File: config.mk
export PLATFORM = sky130hd
export DESIGN_NAME = prx_core
export DESIGN_NICKNAME = d
export VERILOG_FILES = /design/src/prx_pkg.sv /design/src/prx_core.sv
export SDC_FILE = /design/constraint.sdc
export NUM_CORES = 1
export LEC_CHECK = 0
export ABC_AREA = 1
export BUFFER_PORTS_ARGS = -buffer_cell sky130_fd_sc_hd__buf_2
export CORE_MARGIN = 3
export CORE_UTILIZATION = 25
export CTS_BUF_LIST = sky130_fd_sc_hd__clkbuf_4 sky130_fd_sc_hd__clkbuf_8
export DETAILED_ROUTE_END_ITERATION = 10
export HOLD_SLACK_MARGIN = 0.02
export SLEW_MARGIN = 10
export SYNTH_ARGS = -nofsm -noshare
export SYNTH_HDL_FRONTEND = slang
export SYNTH_SLANG_ARGS = --single-unit
File: constraint.sdc
create_clock -name sys_clk -period 8.3 [get_ports sys_clk]
set_input_delay 0.83 -clock sys_clk [delete_from_list [all_inputs] [get_ports sys_clk]]
set_output_delay 0.83 -clock sys_clk [all_outputs]
set_load 0.1 [all_outputs]
File: src/prx_pkg.sv
// Constants, types and register map of the proximity processing core.
// Assumes a 125 MHz system clock and a 12-bit proximity ADC result.
package prx_pkg;

  // ----------------------------------------------------------------
  // Timing
  // ----------------------------------------------------------------
  localparam int CLK_MHZ      = 125;
  localparam int BASE_TICK_US = 1000;  // Scan-period base unit in us
  localparam int BASE_TICK_CYC = BASE_TICK_US * CLK_MHZ;

  // ----------------------------------------------------------------
  // Widths
  // ----------------------------------------------------------------
  localparam int SAMPLE_W = 12;
  localparam int DELTA_W  = 13;
  localparam int COEF_W   = 4;
  localparam int COEF_ONE = 16;        // Coefficient full scale

  // ----------------------------------------------------------------
  // Register byte offsets
  // ----------------------------------------------------------------
  localparam logic [7:0] OFS_CTRL    = 8'h00;
  localparam logic [7:0] OFS_CALCMD  = 8'h04;
  localparam logic [7:0] OFS_COEF    = 8'h08;
  localparam logic [7:0] OFS_THRESH  = 8'h0C;
  localparam logic [7:0] OFS_DRIFT   = 8'h10;
  localparam logic [7:0] OFS_TIMING  = 8'h14;
  localparam logic [7:0] OFS_STATUS  = 8'h18;
  localparam logic [7:0] OFS_RAW     = 8'h1C;
  localparam logic [7:0] OFS_LOWPASS = 8'h20;
  localparam logic [7:0] OFS_BASE    = 8'h24;
  localparam logic [7:0] OFS_DELTA   = 8'h28;

  // ----------------------------------------------------------------
  // Field positions
  // ----------------------------------------------------------------
  localparam int CTRL_SCAN_LSB   = 0;   // scan_interval_sel [2:0]
  localparam int CTRL_IRQSEL     = 3;
  localparam int CTRL_NEAR_EN    = 4;
  localparam int CTRL_FAR_EN     = 5;
  localparam int CTRL_DONE_EN    = 6;
  localparam int CTRL_CAL_EN     = 7;
  localparam int CALCMD_GO       = 0;
  localparam int COEF_RAW_LSB    = 0;
  localparam int COEF_UP_LSB     = 4;
  localparam int COEF_DN_LSB     = 8;
  localparam int DRIFT_UP_LSB    = 0;
  localparam int DRIFT_DN_LSB    = 16;
  localparam int TIM_UPDEB_LSB   = 0;
  localparam int TIM_DNDEB_LSB   = 4;
  localparam int TIM_PERIOD_LSB  = 8;
  localparam int TIM_STUCK_LSB   = 16;
  localparam int ST_NEAR         = 0;
  localparam int ST_PEND         = 1;
  localparam int ST_CONV         = 2;
  localparam int ST_EVT_LSB      = 3;   // Four sticky event bits

  // ----------------------------------------------------------------
  // Reset values
  // ----------------------------------------------------------------
  localparam logic [31:0] RST_CTRL   = 32'h0000_0000;
  localparam logic [31:0] RST_COEF   = 32'h0000_0248;
  localparam logic [31:0] RST_THRESH = 32'h0000_0040;
  localparam logic [31:0] RST_DRIFT  = 32'h0100_0100;
  localparam logic [31:0] RST_TIMING = 32'h0000_0033;

  // ----------------------------------------------------------------
  // Sequencer states, Gray coded along the scan path except ST_STAT to ST_IDLE
  // ----------------------------------------------------------------
  typedef enum logic [3:0] {
    ST_IDLE     = 4'h0,
    ST_CAL      = 4'h1,
    ST_CAL_WAIT = 4'h3,
    ST_RAW      = 4'h2,
    ST_RAW_WAIT = 4'h6,
    ST_FILT     = 4'h7,
    ST_BASE     = 4'h5,
    ST_DELTA    = 4'h4,
    ST_STAT     = 4'hC
  } prx_state_type;

  // ----------------------------------------------------------------
  // Carriers towards and from the shared ADC front end
  // ----------------------------------------------------------------
  typedef struct packed {
    logic start;                      // One-cycle start pulse
    logic cal;                        // Run offset compensation
  } prx_afe_req_type;

  typedef struct packed {
    logic                done;        // One-cycle completion pulse
    logic [SAMPLE_W-1:0] data;        // Unsigned raw result
  } prx_afe_rsp_type;

endpackage
File: src/prx_core.sv
// Proximity processing core: scan sequencer, filters, compensation
// requests, interrupt line and a plain register port.
// Assumes one 125 MHz clock, inputs synchronous to it, and an ADC front
// end that answers each start with one done pulse.
`timescale 1ns/10ps
module prx_core
#(
  parameter int TICK_CYCLES = prx_pkg::BASE_TICK_CYC
)
(
  input  wire logic                     sys_clk,
  input  wire logic                     sys_rst,
  input  wire logic [7:0]               reg_addr,
  input  wire logic [31:0]              reg_wdata,
  input  wire logic                     reg_wr,
  input  wire logic                     reg_rd,
  output logic      [31:0]              reg_rdata,
  input  wire logic                     pen_down,
  input  wire logic                     manual_op_mode,
  input  wire logic                     conv_cmd,
  input  wire logic                     chan_selected,
  input  wire logic                     touch_adc_busy,
  output logic                          touch_go,
  output prx_pkg::prx_afe_req_type      afe_req,
  input  wire prx_pkg::prx_afe_rsp_type afe_rsp,
  output logic                          near_flag,
  output logic                          offset_cal_pending_flag,
  output logic                          conversion_active_flag,
  output logic                          host_irq_n
);
  import prx_pkg::*;

  // ----------------------------------------------------------------
  // Declarations
  // ----------------------------------------------------------------
  logic [31:0]         ctrl, coef, thresh, drift, timing;
  prx_state_type       state;
  logic [SAMPLE_W-1:0] raw_cap_sample, lowpass_cap_sample, env_baseline;
  logic [SAMPLE_W-1:0] cal_ref;
  logic [DELTA_W-1:0]  user_delta;
  logic                seed, manual_run, scan_due;
  logic [31:0]         base_cnt;
  logic [2:0]          scan_cnt;
  logic [3:0]          up_cnt, dn_cnt;
  logic [7:0]          period_cnt, stuck_cnt;
  logic [3:0]          irq_flags;
  logic [2:0]          scan_interval_sel;
  logic                scan_on, scan_was_on, base_tick, scan_tick;
  logic                cal_request, host_cal, drift_req, periodic_req;
  logic                stuck_req, start_scan, start_manual, op_done;
  logic                cal_finish, near_rise, near_fall;
  logic [DELTA_W-1:0]  drift_val, next_delta;
  logic [3:0]          evt_set;
  logic                rd_status;

  assign scan_interval_sel = ctrl[CTRL_SCAN_LSB +: 3];
  assign scan_on           = (scan_interval_sel != 3'h0);

  // First-order recursive filter, out = (1-c)*x + c*prev, c = coef/16
  function automatic logic [SAMPLE_W-1:0] iir(
    input logic [SAMPLE_W-1:0] x,
    input logic [SAMPLE_W-1:0] prev,
    input logic [COEF_W-1:0]   c);
    logic [16:0] acc;
    acc = 17'((5'(COEF_ONE) - {1'b0, c}) * x) + 17'(c * prev);
    return acc[15:4];
  endfunction

  // ----------------------------------------------------------------
  // Scan period timebase: base tick, then scan tick
  // ----------------------------------------------------------------
  // Base unit divider; runs always so the scan grid stays regular
  always_ff @(posedge sys_clk or posedge sys_rst)
    if (sys_rst)
      base_cnt <= 32'h0;
    else if (base_cnt == 32'(TICK_CYCLES - 1))
      base_cnt <= 32'h0;
    else
      base_cnt <= base_cnt + 32'h1;

  assign base_tick = (base_cnt == 32'(TICK_CYCLES - 1));
  assign scan_tick = base_tick && scan_on &&
                     (scan_cnt >= scan_interval_sel - 3'h1);

  // Scan divider counts base ticks up to the selected interval
  always_ff @(posedge sys_clk or posedge sys_rst)
    if (sys_rst)
      scan_cnt <= 3'h0;
    else if (!scan_on || scan_tick)
      scan_cnt <= 3'h0;
    else if (base_tick)
      scan_cnt <= scan_cnt + 3'h1;

  // A tick seen while busy or pen down is dropped, not queued
  assign scan_due = scan_tick && (state == ST_IDLE);
  assign start_scan = scan_due && !manual_op_mode && !pen_down
                      && !touch_adc_busy;
  assign start_manual = manual_op_mode && conv_cmd && !chan_selected
                        && scan_on && (state == ST_IDLE);

  // ----------------------------------------------------------------
  // Register port
  // ----------------------------------------------------------------
  // Configuration writes
  always_ff @(posedge sys_clk or posedge sys_rst)
    if (sys_rst)
    begin
      ctrl   <= RST_CTRL;
      coef   <= RST_COEF;
      thresh <= RST_THRESH;
      drift  <= RST_DRIFT;
      timing <= RST_TIMING;
    end
    else if (reg_wr)
    begin
      case (reg_addr)
        OFS_CTRL:   ctrl   <= {24'h0, reg_wdata[7:0]};
        OFS_COEF:   coef   <= {20'h0, reg_wdata[11:0]};
        OFS_THRESH: thresh <= {19'h0, reg_wdata[12:0]};
        OFS_DRIFT:  drift  <= {4'h0, reg_wdata[27:16],
                               4'h0, reg_wdata[11:0]};
        OFS_TIMING: timing <= {8'h0, reg_wdata[23:0]};
        default:    ;
      endcase
    end

  assign host_cal  = reg_wr && (reg_addr == OFS_CALCMD)
                     && reg_wdata[CALCMD_GO];
  assign rd_status = reg_rd && (reg_addr == OFS_STATUS);

  // Read data one cycle after the strobe; unmapped reads give zero
  always_ff @(posedge sys_clk or posedge sys_rst)
    if (sys_rst)
      reg_rdata <= 32'h0;
    else if (reg_rd)
    begin
      case (reg_addr)
        OFS_CTRL:    reg_rdata <= ctrl;
        OFS_COEF:    reg_rdata <= coef;
        OFS_THRESH:  reg_rdata <= thresh;
        OFS_DRIFT:   reg_rdata <= drift;
        OFS_TIMING:  reg_rdata <= timing;
        OFS_STATUS:  reg_rdata <= {25'h0, irq_flags,
                                   conversion_active_flag,
                                   offset_cal_pending_flag, near_flag};
        OFS_RAW:     reg_rdata <= {20'h0, raw_cap_sample};
        OFS_LOWPASS: reg_rdata <= {20'h0, lowpass_cap_sample};
        OFS_BASE:    reg_rdata <= {20'h0, env_baseline};
        OFS_DELTA:   reg_rdata <= {19'h0, user_delta};
        default:     reg_rdata <= 32'h0;
      endcase
    end
    else
      reg_rdata <= 32'h0;

  // ----------------------------------------------------------------
  // Compensation request sources
  // ----------------------------------------------------------------
  // Enable edge of the scan setting
  always_ff @(posedge sys_clk or posedge sys_rst)
    if (sys_rst)
      scan_was_on <= 1'b0;
    else
      scan_was_on <= scan_on;

  assign drift_val = DELTA_W'(env_baseline) - DELTA_W'(cal_ref);
  assign op_done   = (state == ST_STAT);
  // A zero count means inside the limits, so it can never request,
  // not even with a zero debounce setting
  assign drift_req = op_done && !seed &&
    ((up_cnt != 4'h0 && up_cnt >= timing[TIM_UPDEB_LSB +: 4]) ||
     (dn_cnt != 4'h0 && dn_cnt >= timing[TIM_DNDEB_LSB +: 4]));
  // At or past the rate, so lowering it never waits for a counter wrap
  assign periodic_req = op_done && (timing[TIM_PERIOD_LSB +: 8] != 8'h0)
    && (period_cnt >= timing[TIM_PERIOD_LSB +: 8] - 8'h1);
  assign stuck_req = op_done && near_flag &&
    (timing[TIM_STUCK_LSB +: 8] != 8'h0) &&
    (stuck_cnt == timing[TIM_STUCK_LSB +: 8] - 8'h1);
  assign cal_request = (scan_on && !scan_was_on) || host_cal
                       || drift_req || periodic_req || stuck_req;
  assign cal_finish  = (state == ST_CAL_WAIT) && afe_rsp.done;

  // Drift debounce: consecutive scans outside either limit
  always_ff @(posedge sys_clk or posedge sys_rst)
    if (sys_rst)
    begin
      up_cnt <= 4'h0;
      dn_cnt <= 4'h0;
    end
    else if (cal_finish)
    begin
      up_cnt <= 4'h0;
      dn_cnt <= 4'h0;
    end
    else if (state == ST_DELTA)
    begin
      if (!drift_val[DELTA_W-1] &&
          drift_val > DELTA_W'(drift[DRIFT_UP_LSB +: 12]))
        up_cnt <= (up_cnt == 4'hF) ? up_cnt : up_cnt + 4'h1;
      else
        up_cnt <= 4'h0;
      if (drift_val[DELTA_W-1] &&
          (DELTA_W'(0) - drift_val) > DELTA_W'(drift[DRIFT_DN_LSB +: 12]))
        dn_cnt <= (dn_cnt == 4'hF) ? dn_cnt : dn_cnt + 4'h1;
      else
        dn_cnt <= 4'h0;
    end

  // Periodic and stuck counters, both counted in completed scans
  always_ff @(posedge sys_clk or posedge sys_rst)
    if (sys_rst)
    begin
      period_cnt <= 8'h0;
      stuck_cnt  <= 8'h0;
    end
    else if (op_done)
    begin
      period_cnt <= periodic_req ? 8'h0 : period_cnt + 8'h1;
      stuck_cnt  <= (near_flag && !stuck_req) ? stuck_cnt + 8'h1 : 8'h0;
    end

  // Pending flag: a new request in the finishing cycle keeps it set
  always_ff @(posedge sys_clk or posedge sys_rst)
    if (sys_rst)
      offset_cal_pending_flag <= 1'b0;
    else if (cal_request)
      offset_cal_pending_flag <= 1'b1;
    else if (cal_finish)
      offset_cal_pending_flag <= 1'b0;

  // ----------------------------------------------------------------
  // Scan sequencer
  // ----------------------------------------------------------------
  // Compensation only branches off the idle-to-raw step
  always_ff @(posedge sys_clk or posedge sys_rst)
    if (sys_rst)
      state <= ST_IDLE;
    else
    begin
      case (state)
        ST_IDLE:
          if (start_scan || start_manual)
            state <= offset_cal_pending_flag ? ST_CAL : ST_RAW;
        ST_CAL:      state <= ST_CAL_WAIT;
        ST_CAL_WAIT: if (afe_rsp.done) state <= ST_RAW;
        ST_RAW:      state <= ST_RAW_WAIT;
        ST_RAW_WAIT: if (afe_rsp.done) state <= ST_FILT;
        ST_FILT:     state <= ST_BASE;
        ST_BASE:     state <= ST_DELTA;
        ST_DELTA:    state <= ST_STAT;
        ST_STAT:     state <= ST_IDLE;
        default:     state <= ST_IDLE;
      endcase
    end

  // ADC starts and ownership; touch_go follows a manual scan, or comes at once for a conv_cmd in manual mode that starts none
  always_ff @(posedge sys_clk or posedge sys_rst)
    if (sys_rst)
    begin
      afe_req    <= '0;
      manual_run <= 1'b0;
      touch_go   <= 1'b0;
    end
    else
    begin
      afe_req.start <= (state == ST_CAL) || (state == ST_RAW);
      afe_req.cal   <= (state == ST_CAL) ||
                       (afe_req.cal && state == ST_CAL_WAIT);
      if (start_manual)
        manual_run <= 1'b1;
      else if (op_done)
        manual_run <= 1'b0;
      touch_go <= (op_done && manual_run) ||
        (manual_op_mode && conv_cmd && !start_manual);
    end

  // Conversion flag covers the whole scan
  always_ff @(posedge sys_clk or posedge sys_rst)
    if (sys_rst)
      conversion_active_flag <= 1'b0;
    else
      conversion_active_flag <= (start_scan || start_manual) ||
        (conversion_active_flag && !op_done);

  // ----------------------------------------------------------------
  // Data path: raw, lowpass, baseline, delta, near flag
  // ----------------------------------------------------------------
  assign next_delta = DELTA_W'(lowpass_cap_sample)
                      - DELTA_W'(env_baseline);

  always_ff @(posedge sys_clk or posedge sys_rst)
    if (sys_rst)
    begin
      raw_cap_sample     <= '0;
      lowpass_cap_sample <= '0;
      env_baseline       <= '0;
      cal_ref            <= '0;
      user_delta         <= '0;
      near_flag          <= 1'b0;
      seed               <= 1'b1;
    end
    else
    begin
      case (state)
        ST_CAL_WAIT:
          if (afe_rsp.done)
            seed <= 1'b1;                  // Filters restart after cal
        ST_RAW_WAIT:
          if (afe_rsp.done)
            raw_cap_sample <= afe_rsp.data;
        ST_FILT:
          lowpass_cap_sample <= seed ? raw_cap_sample :
            iir(raw_cap_sample, lowpass_cap_sample,
                coef[COEF_RAW_LSB +: COEF_W]);
        ST_BASE:
          if (seed)
          begin
            env_baseline <= lowpass_cap_sample;
            cal_ref      <= lowpass_cap_sample;
          end
          else if (!near_flag)
            env_baseline <= iir(lowpass_cap_sample, env_baseline,
              (lowpass_cap_sample >= env_baseline) ?
                coef[COEF_UP_LSB +: COEF_W] :
                coef[COEF_DN_LSB +: COEF_W]);
        ST_DELTA:
          user_delta <= next_delta;
        ST_STAT:
        begin
          near_flag <= ($signed(user_delta) >=
                        $signed(thresh[DELTA_W-1:0]));
          seed      <= 1'b0;
        end
        default: ;
      endcase
    end

  // ----------------------------------------------------------------
  // Interrupt line
  // ----------------------------------------------------------------
  assign near_rise = (state == ST_STAT) && !near_flag &&
                     ($signed(user_delta) >= $signed(thresh[DELTA_W-1:0]));
  assign near_fall = (state == ST_STAT) && near_flag &&
                     ($signed(user_delta) < $signed(thresh[DELTA_W-1:0]));
  assign evt_set = {
    cal_finish && ctrl[CTRL_CAL_EN],
    op_done && ctrl[CTRL_IRQSEL] && ctrl[CTRL_DONE_EN],
    near_fall && !ctrl[CTRL_IRQSEL] && ctrl[CTRL_FAR_EN],
    near_rise && ctrl[CTRL_NEAR_EN]};

  // Sticky events; a status read clears them, but a new event wins
  always_ff @(posedge sys_clk or posedge sys_rst)
    if (sys_rst)
      irq_flags <= 4'h0;
    else
      irq_flags <= evt_set | (rd_status ? 4'h0 : irq_flags);

  assign host_irq_n = ~|irq_flags;
endmodule

* Word level (Yosys, flattened, before mapping)
Cells that the tools add are included.
Storage, ports and cells: output and inout port bits 39, register bits 250
Operators by class: $lt $le $gt $ge 9, add/sub/neg operators 16, reduce and logical (&&, ||, !) cells 90, multipliers 4, muxes and demuxes 31, equality and inequality tests 28, bitwise operators 1
Operators with widths (number):
- $pmux 28 s10 | 1
- $mux 32 | 2
- $mux 4 | 13
- $logic_and 1x1->1 | 40
- $mux 12 | 3
- $add 16x16->16 | 2
- $add 32x1->32 const B | 1
- $eq 32x17->1 const B | 1
- $eq 8x5->1 const B | 4
- $mul 4x12->16 | 2
- $mul 6x13->16 | 2
- $pmux 4 s8 | 1
- $gt 13x12->1 | 2
- $sub 12x12->13 | 2
- $eq 8x6->1 const B | 3
- $reduce_and 2->1 | 11
- $add 8x1->8 const B | 2
- $eq 4x3->1 const B | 4
- $eq 8x4->1 const B | 2
- $mux 8 | 2
- $reduce_bool 8->1 | 2
- $sub 8x1->8 const B | 2
- $logic_not 1->1 | 14
- $ge 13x13->1 | 1
- 31 further kinds | 60

* Longest topological paths before layout
depth in word-level cells 10, depth in mapped cells 38, mapped depth without buffers 37

* Worst setup path before layout
Ideal clock, no wire load.
path type reg2reg, start point reg lowpass_cap_sample[0], end point reg env_baseline[10], library setup time 0.117 ns, arrival time 6.353 ns, cell stages (with the launch flop) 33, path slack 1.831 ns, cells stage by stage dfrtp_1 -> clkinv_1 -> ha_1 -> nand2_1 -> nor2_1 -> nand3_1 -> nand2_1 -> nor2_4 -> nand2_4 -> nand2_2 -> and2_4 -> inv_1 -> buf_2 -> ha_1 -> clkbuf_1 -> nand2_1 -> fa_1 -> inv_1 -> fa_1 -> fa_1 -> fa_1 -> inv_1 -> fa_1 -> inv_1 -> ha_1 -> a21oi_1 -> o21ai_0 -> a211oi_1 -> nand2_1 -> nand2_1 -> nand3_1 -> nand2_1 -> nand2_1
On the way: cells in the longest elaborated chain, start to end 7
Ends and longest elaborated chain:
- start: declaration | line prx_core.sv:38 | logic [SAMPLE_W-1:0] raw_cap_sample, lowpass_cap_sample, env_baseline;
- start signal: assignment | line prx_core.sv:312 | lowpass_cap_sample <= seed ? raw_cap_sample :
- $ge 12x12->1 | line prx_core.sv:323 | (lowpass_cap_sample >= env_baseline) ?
- $mux 4 | line prx_core.sv:323
- $sub 5x4->6 | line prx_core.sv:65 | acc = 17'((5'(COEF_ONE) - {1'b0, c}) * x) + 17'(c * prev);
- $mul 6x13->16 | line prx_core.sv:65
- $add 16x16->16 * | line prx_core.sv:65
- $mux 12 * | line prx_core.sv:321 | else if (!near_flag)
- $mux 12 * | line prx_core.sv:316 | if (seed)
- end signal: assignment | line prx_core.sv:318 | env_baseline <= lowpass_cap_sample;
- end signal: assignment | line prx_core.sv:322 | env_baseline <= iir(lowpass_cap_sample, env_baseline,
- end: declaration | line prx_core.sv:38
Every way passes the cells marked *; elsewhere a longest branch is shown, timed or not. The select of a mux whose other input is x is not followed. A chain may end at the register's enable or synchronous reset.

* Worst setup path after layout
start point reg env_baseline[9], end point reg env_baseline[10]
On the way: cells in the longest elaborated chain, start to end 7
Ends and longest elaborated chain (line):
- $ge 12x12->1 | prx_core.sv:323
- $mux 4 | prx_core.sv:323
- $sub 5x4->6 | prx_core.sv:65
- $mul 6x13->16 | prx_core.sv:65
- $add 16x16->16 * | prx_core.sv:65
- $mux 12 * | prx_core.sv:321
- $mux 12 * | prx_core.sv:316
Marks and branches as above.

==> summary.md <==
| Metric | Value |
|---|---|
| Routed Antenna Nets | `0` |
| Area of the core | `84100 um^2` |
| Worst-skew pair later-pin latency | `0.62 ns` |
| Crit end category | `flip-flop` |
| Postcts setup bufs | `0` |
| Max incr delay on CP | `0.56 ns` |
| Rel. slew slack | `0.304` |
| Crit Path Category | `flip-flop to flip-flop` |
| Layout cell share with drive strength beyond 1 | `0.105` |
| CP bufs+invs | `6` |
| Total global-route track usage | `0.144` |
| CTS tree | `done` |
| Total congestion overflow | `0` |
| Largest net degree at the start of global routing | `120` |
| Drt wl/cell | `16.1 um` |
| Post-synth EDFFs | `0` |
| Synth Warn # | `0` |
| First-pass GRT wire length | `102000 um` |
| Required time of the critical path | `8.81 ns` |
| Fin crit period | `approximately 7.6 ns` |
| RSZ-0062 raised after global routing | `no` |
| Hold buffer count at CTS | `0` |
| Sink Count | `roughly 250` |
| Status | `finished clean` |
| Die Span Y | `298 um` |
| Top cell type's share of synthesized area | `0.276` |
| Syn avg cell area | `around 8 um^2` |
| Vias in the first global route | `between 15000 and 20000` |
| Remaining DRCs | `0` |
| Gpl congestion | `approximately 0.91` |
| Commonest non-fill, non-tap cell in the layout | `nand2_1` |
| Ys async rst share | `1.00` |
| Worst Max-Slew Pin Slew | `1.04 ns` |
| Vias/cell | `around 4.6` |
| Final Hold Viols | `0` |
| Via count | `18200` |
| Seq/Total Area, Yosys | `0.289` |
| Inst Count DP | `a little under 4000` |
| Final Setup Violations | `0` |
| TNS Setup | `0 ns` |
| H-tree lvl count | `2` |
| I/O Pins | `101` |
| Synth Flop Type | `dfrtp_1` |
| Syn Std Cell Area | `21300 um^2` |
| Leading area contributor after synthesis | `dfrtp_1` |
| Top cells by area, synth | `dfrtp_1 28%, fa_1 14%, ha_1 10%` |
| Die area | `88900 um^2` |
| Clock Skew | `0.0331 ns` |
| Number of gates resized after CTS | `0` |
| Max Clk Rate | `132 MHz` |
| Max cap viols | `0` |
| Slew Limit Fails | `0` |
| Initial core utilization | `0.254` |
| Fin crit share | `0.914` |
| Library cells used by synthesis | `between 60 and 70` |
| HPWL Detailed | `50700 um` |
| Hold Path Class | `primary input to asynchronous set/reset pin` |
| Area growth syn-to-layout | `12.8%` |
| Iteration-0 DRC Markers | `1292` |
| Core Rows | `106` |
| Final core utilization | `0.286` |
| Reg clk slew, reported paths | `0.06 ns` |
| #FFs+latches synth | `246` |
| Port Buffers | `92` |
| Final net count | `approximately 3200` |
| Crit-path leading delay family | `adder cells` |
| Drt total wl | `between 60000 and 70000 um` |
| Finished Layout Cells | `3973` |
| Drt pass-1 iters | `5` |
| CTS Buf Count | `45` |
| Cells after Synth | `2705` |
| Commonest cells after routing, fill and taps aside | `544 x nand2_1, 535 x inv_1, 235 x dfrtp_1` |
| CP Launch Type | `flip-flop` |
| CP max-delay cell | `fa_1` |
| Arr. time, crit path | `8.09 ns` |
| CP Max Fanout | `14` |
| CP most frequent cell | `nand2_1` |
| Clock Tree Buf Depth | `3` |
| Root buf cell | `clkbuf_8` |
| Overall die width | `298 um` |
| Initial antenna violation count | `5` |
## through the flow
step / setup slack [ns] / area (um^2) / hold WS [ns]
finish: 0.713 / 24100 / 0.383
floorplan: 0.730 / 21300 / 0.453
global route: 0.163 / 24100 / 0.421
detailed placement: 0.795 / 23100 / 0.473
global placement: 0.779 / 23100 / 0.465
CTS: 0.765 / 24100 / 0.402
## Yosys cell counts, drive strengths merged (5+ instances only)
library cell  count
a21oi           129
a221oi           11
a31oi             9
buf              20
clkbuf           53
dfrtp           235
dfstp            11
fa              148
ha              175
inv             553
nand2           570
nand3            89
nand4            35
nor2            200
nor3             73
nor3b             5
nor4             15
o2111ai           6
o211ai            8
o21a              7
o21ai           172
o21bai            8
o22ai            31
or2               6
xnor2            29
xor2             61
## registers in the layout, summed over array words and instances (netlist names), 13 cells and up
register,flops
thresh,13
base_cnt,32
reg_rdata,28
user_delta,13
timing,24
drift,24
## cells by family after synthesis
kind of cell / after synthesis / synth area share
AND/OR/NAND/NOR: 1005 / 0.207
buffers and inverters: 627 / 0.112
AO/OA/AOI/OAI: 412 / 0.111
adder cells (fa/ha/maj): 323 / 0.241
flip-flops: 246 / 0.289
XOR/XNOR: 90 / 0.0382
other: 1 / 0.000176
multiplexers: 1 / 0.000528
## worst paths after layout
path | startpoint | end | slack (ns) | depth (start not counted)
max | env_baseline[9] | env_baseline[10] | 0.71 | 33
min | sys_rst | reg_rdata[14] | 0.38 | 2
max reg2reg | env_baseline[9] | env_baseline[10] | 0.71 | 33
min reg2reg | timing[3] | timing[3] | 0.48 | 2
max in group asynchronous | sys_rst | drift[19] | 6.53 | 3
min in group sys_clk | reg_wdata[13] | timing[13] | 0.45 | 2
## worst reg2reg max path, delay by kind of cell (launching register included)
family                     cells  cell delay, ns
buffers and inverters          6            0.91
DFF                            1            0.46
adders and majority gates      8            3.57
and+or+nand+nor               16            1.71
AOI/OAI and AO/OA              3            0.83
## layer usage
metal | global-route usage | routed length [um]
met1 | 0.198 | 29000
met2 | 0.227 | 28400
met3 | 0.0238 | 4300
met4 | 0.0526 | 2330
met5 | 0 | 0
## layout make-up
type,count,area (um^2)
Clock buffer,74,868
Inverter,554,2090
Sequential cell,246,6170
Timing Repair Buffer,118,656
Fill cell,9185,60000
Antenna cell,4,10.0
Tap cell,1134,1420
Clock inverter,8,68.8
Multi-Input combinational cell,1835,12800
Power is not shown: default switching activity piles up to over one toggle a cycle in this logic, so the estimate is an artifact.
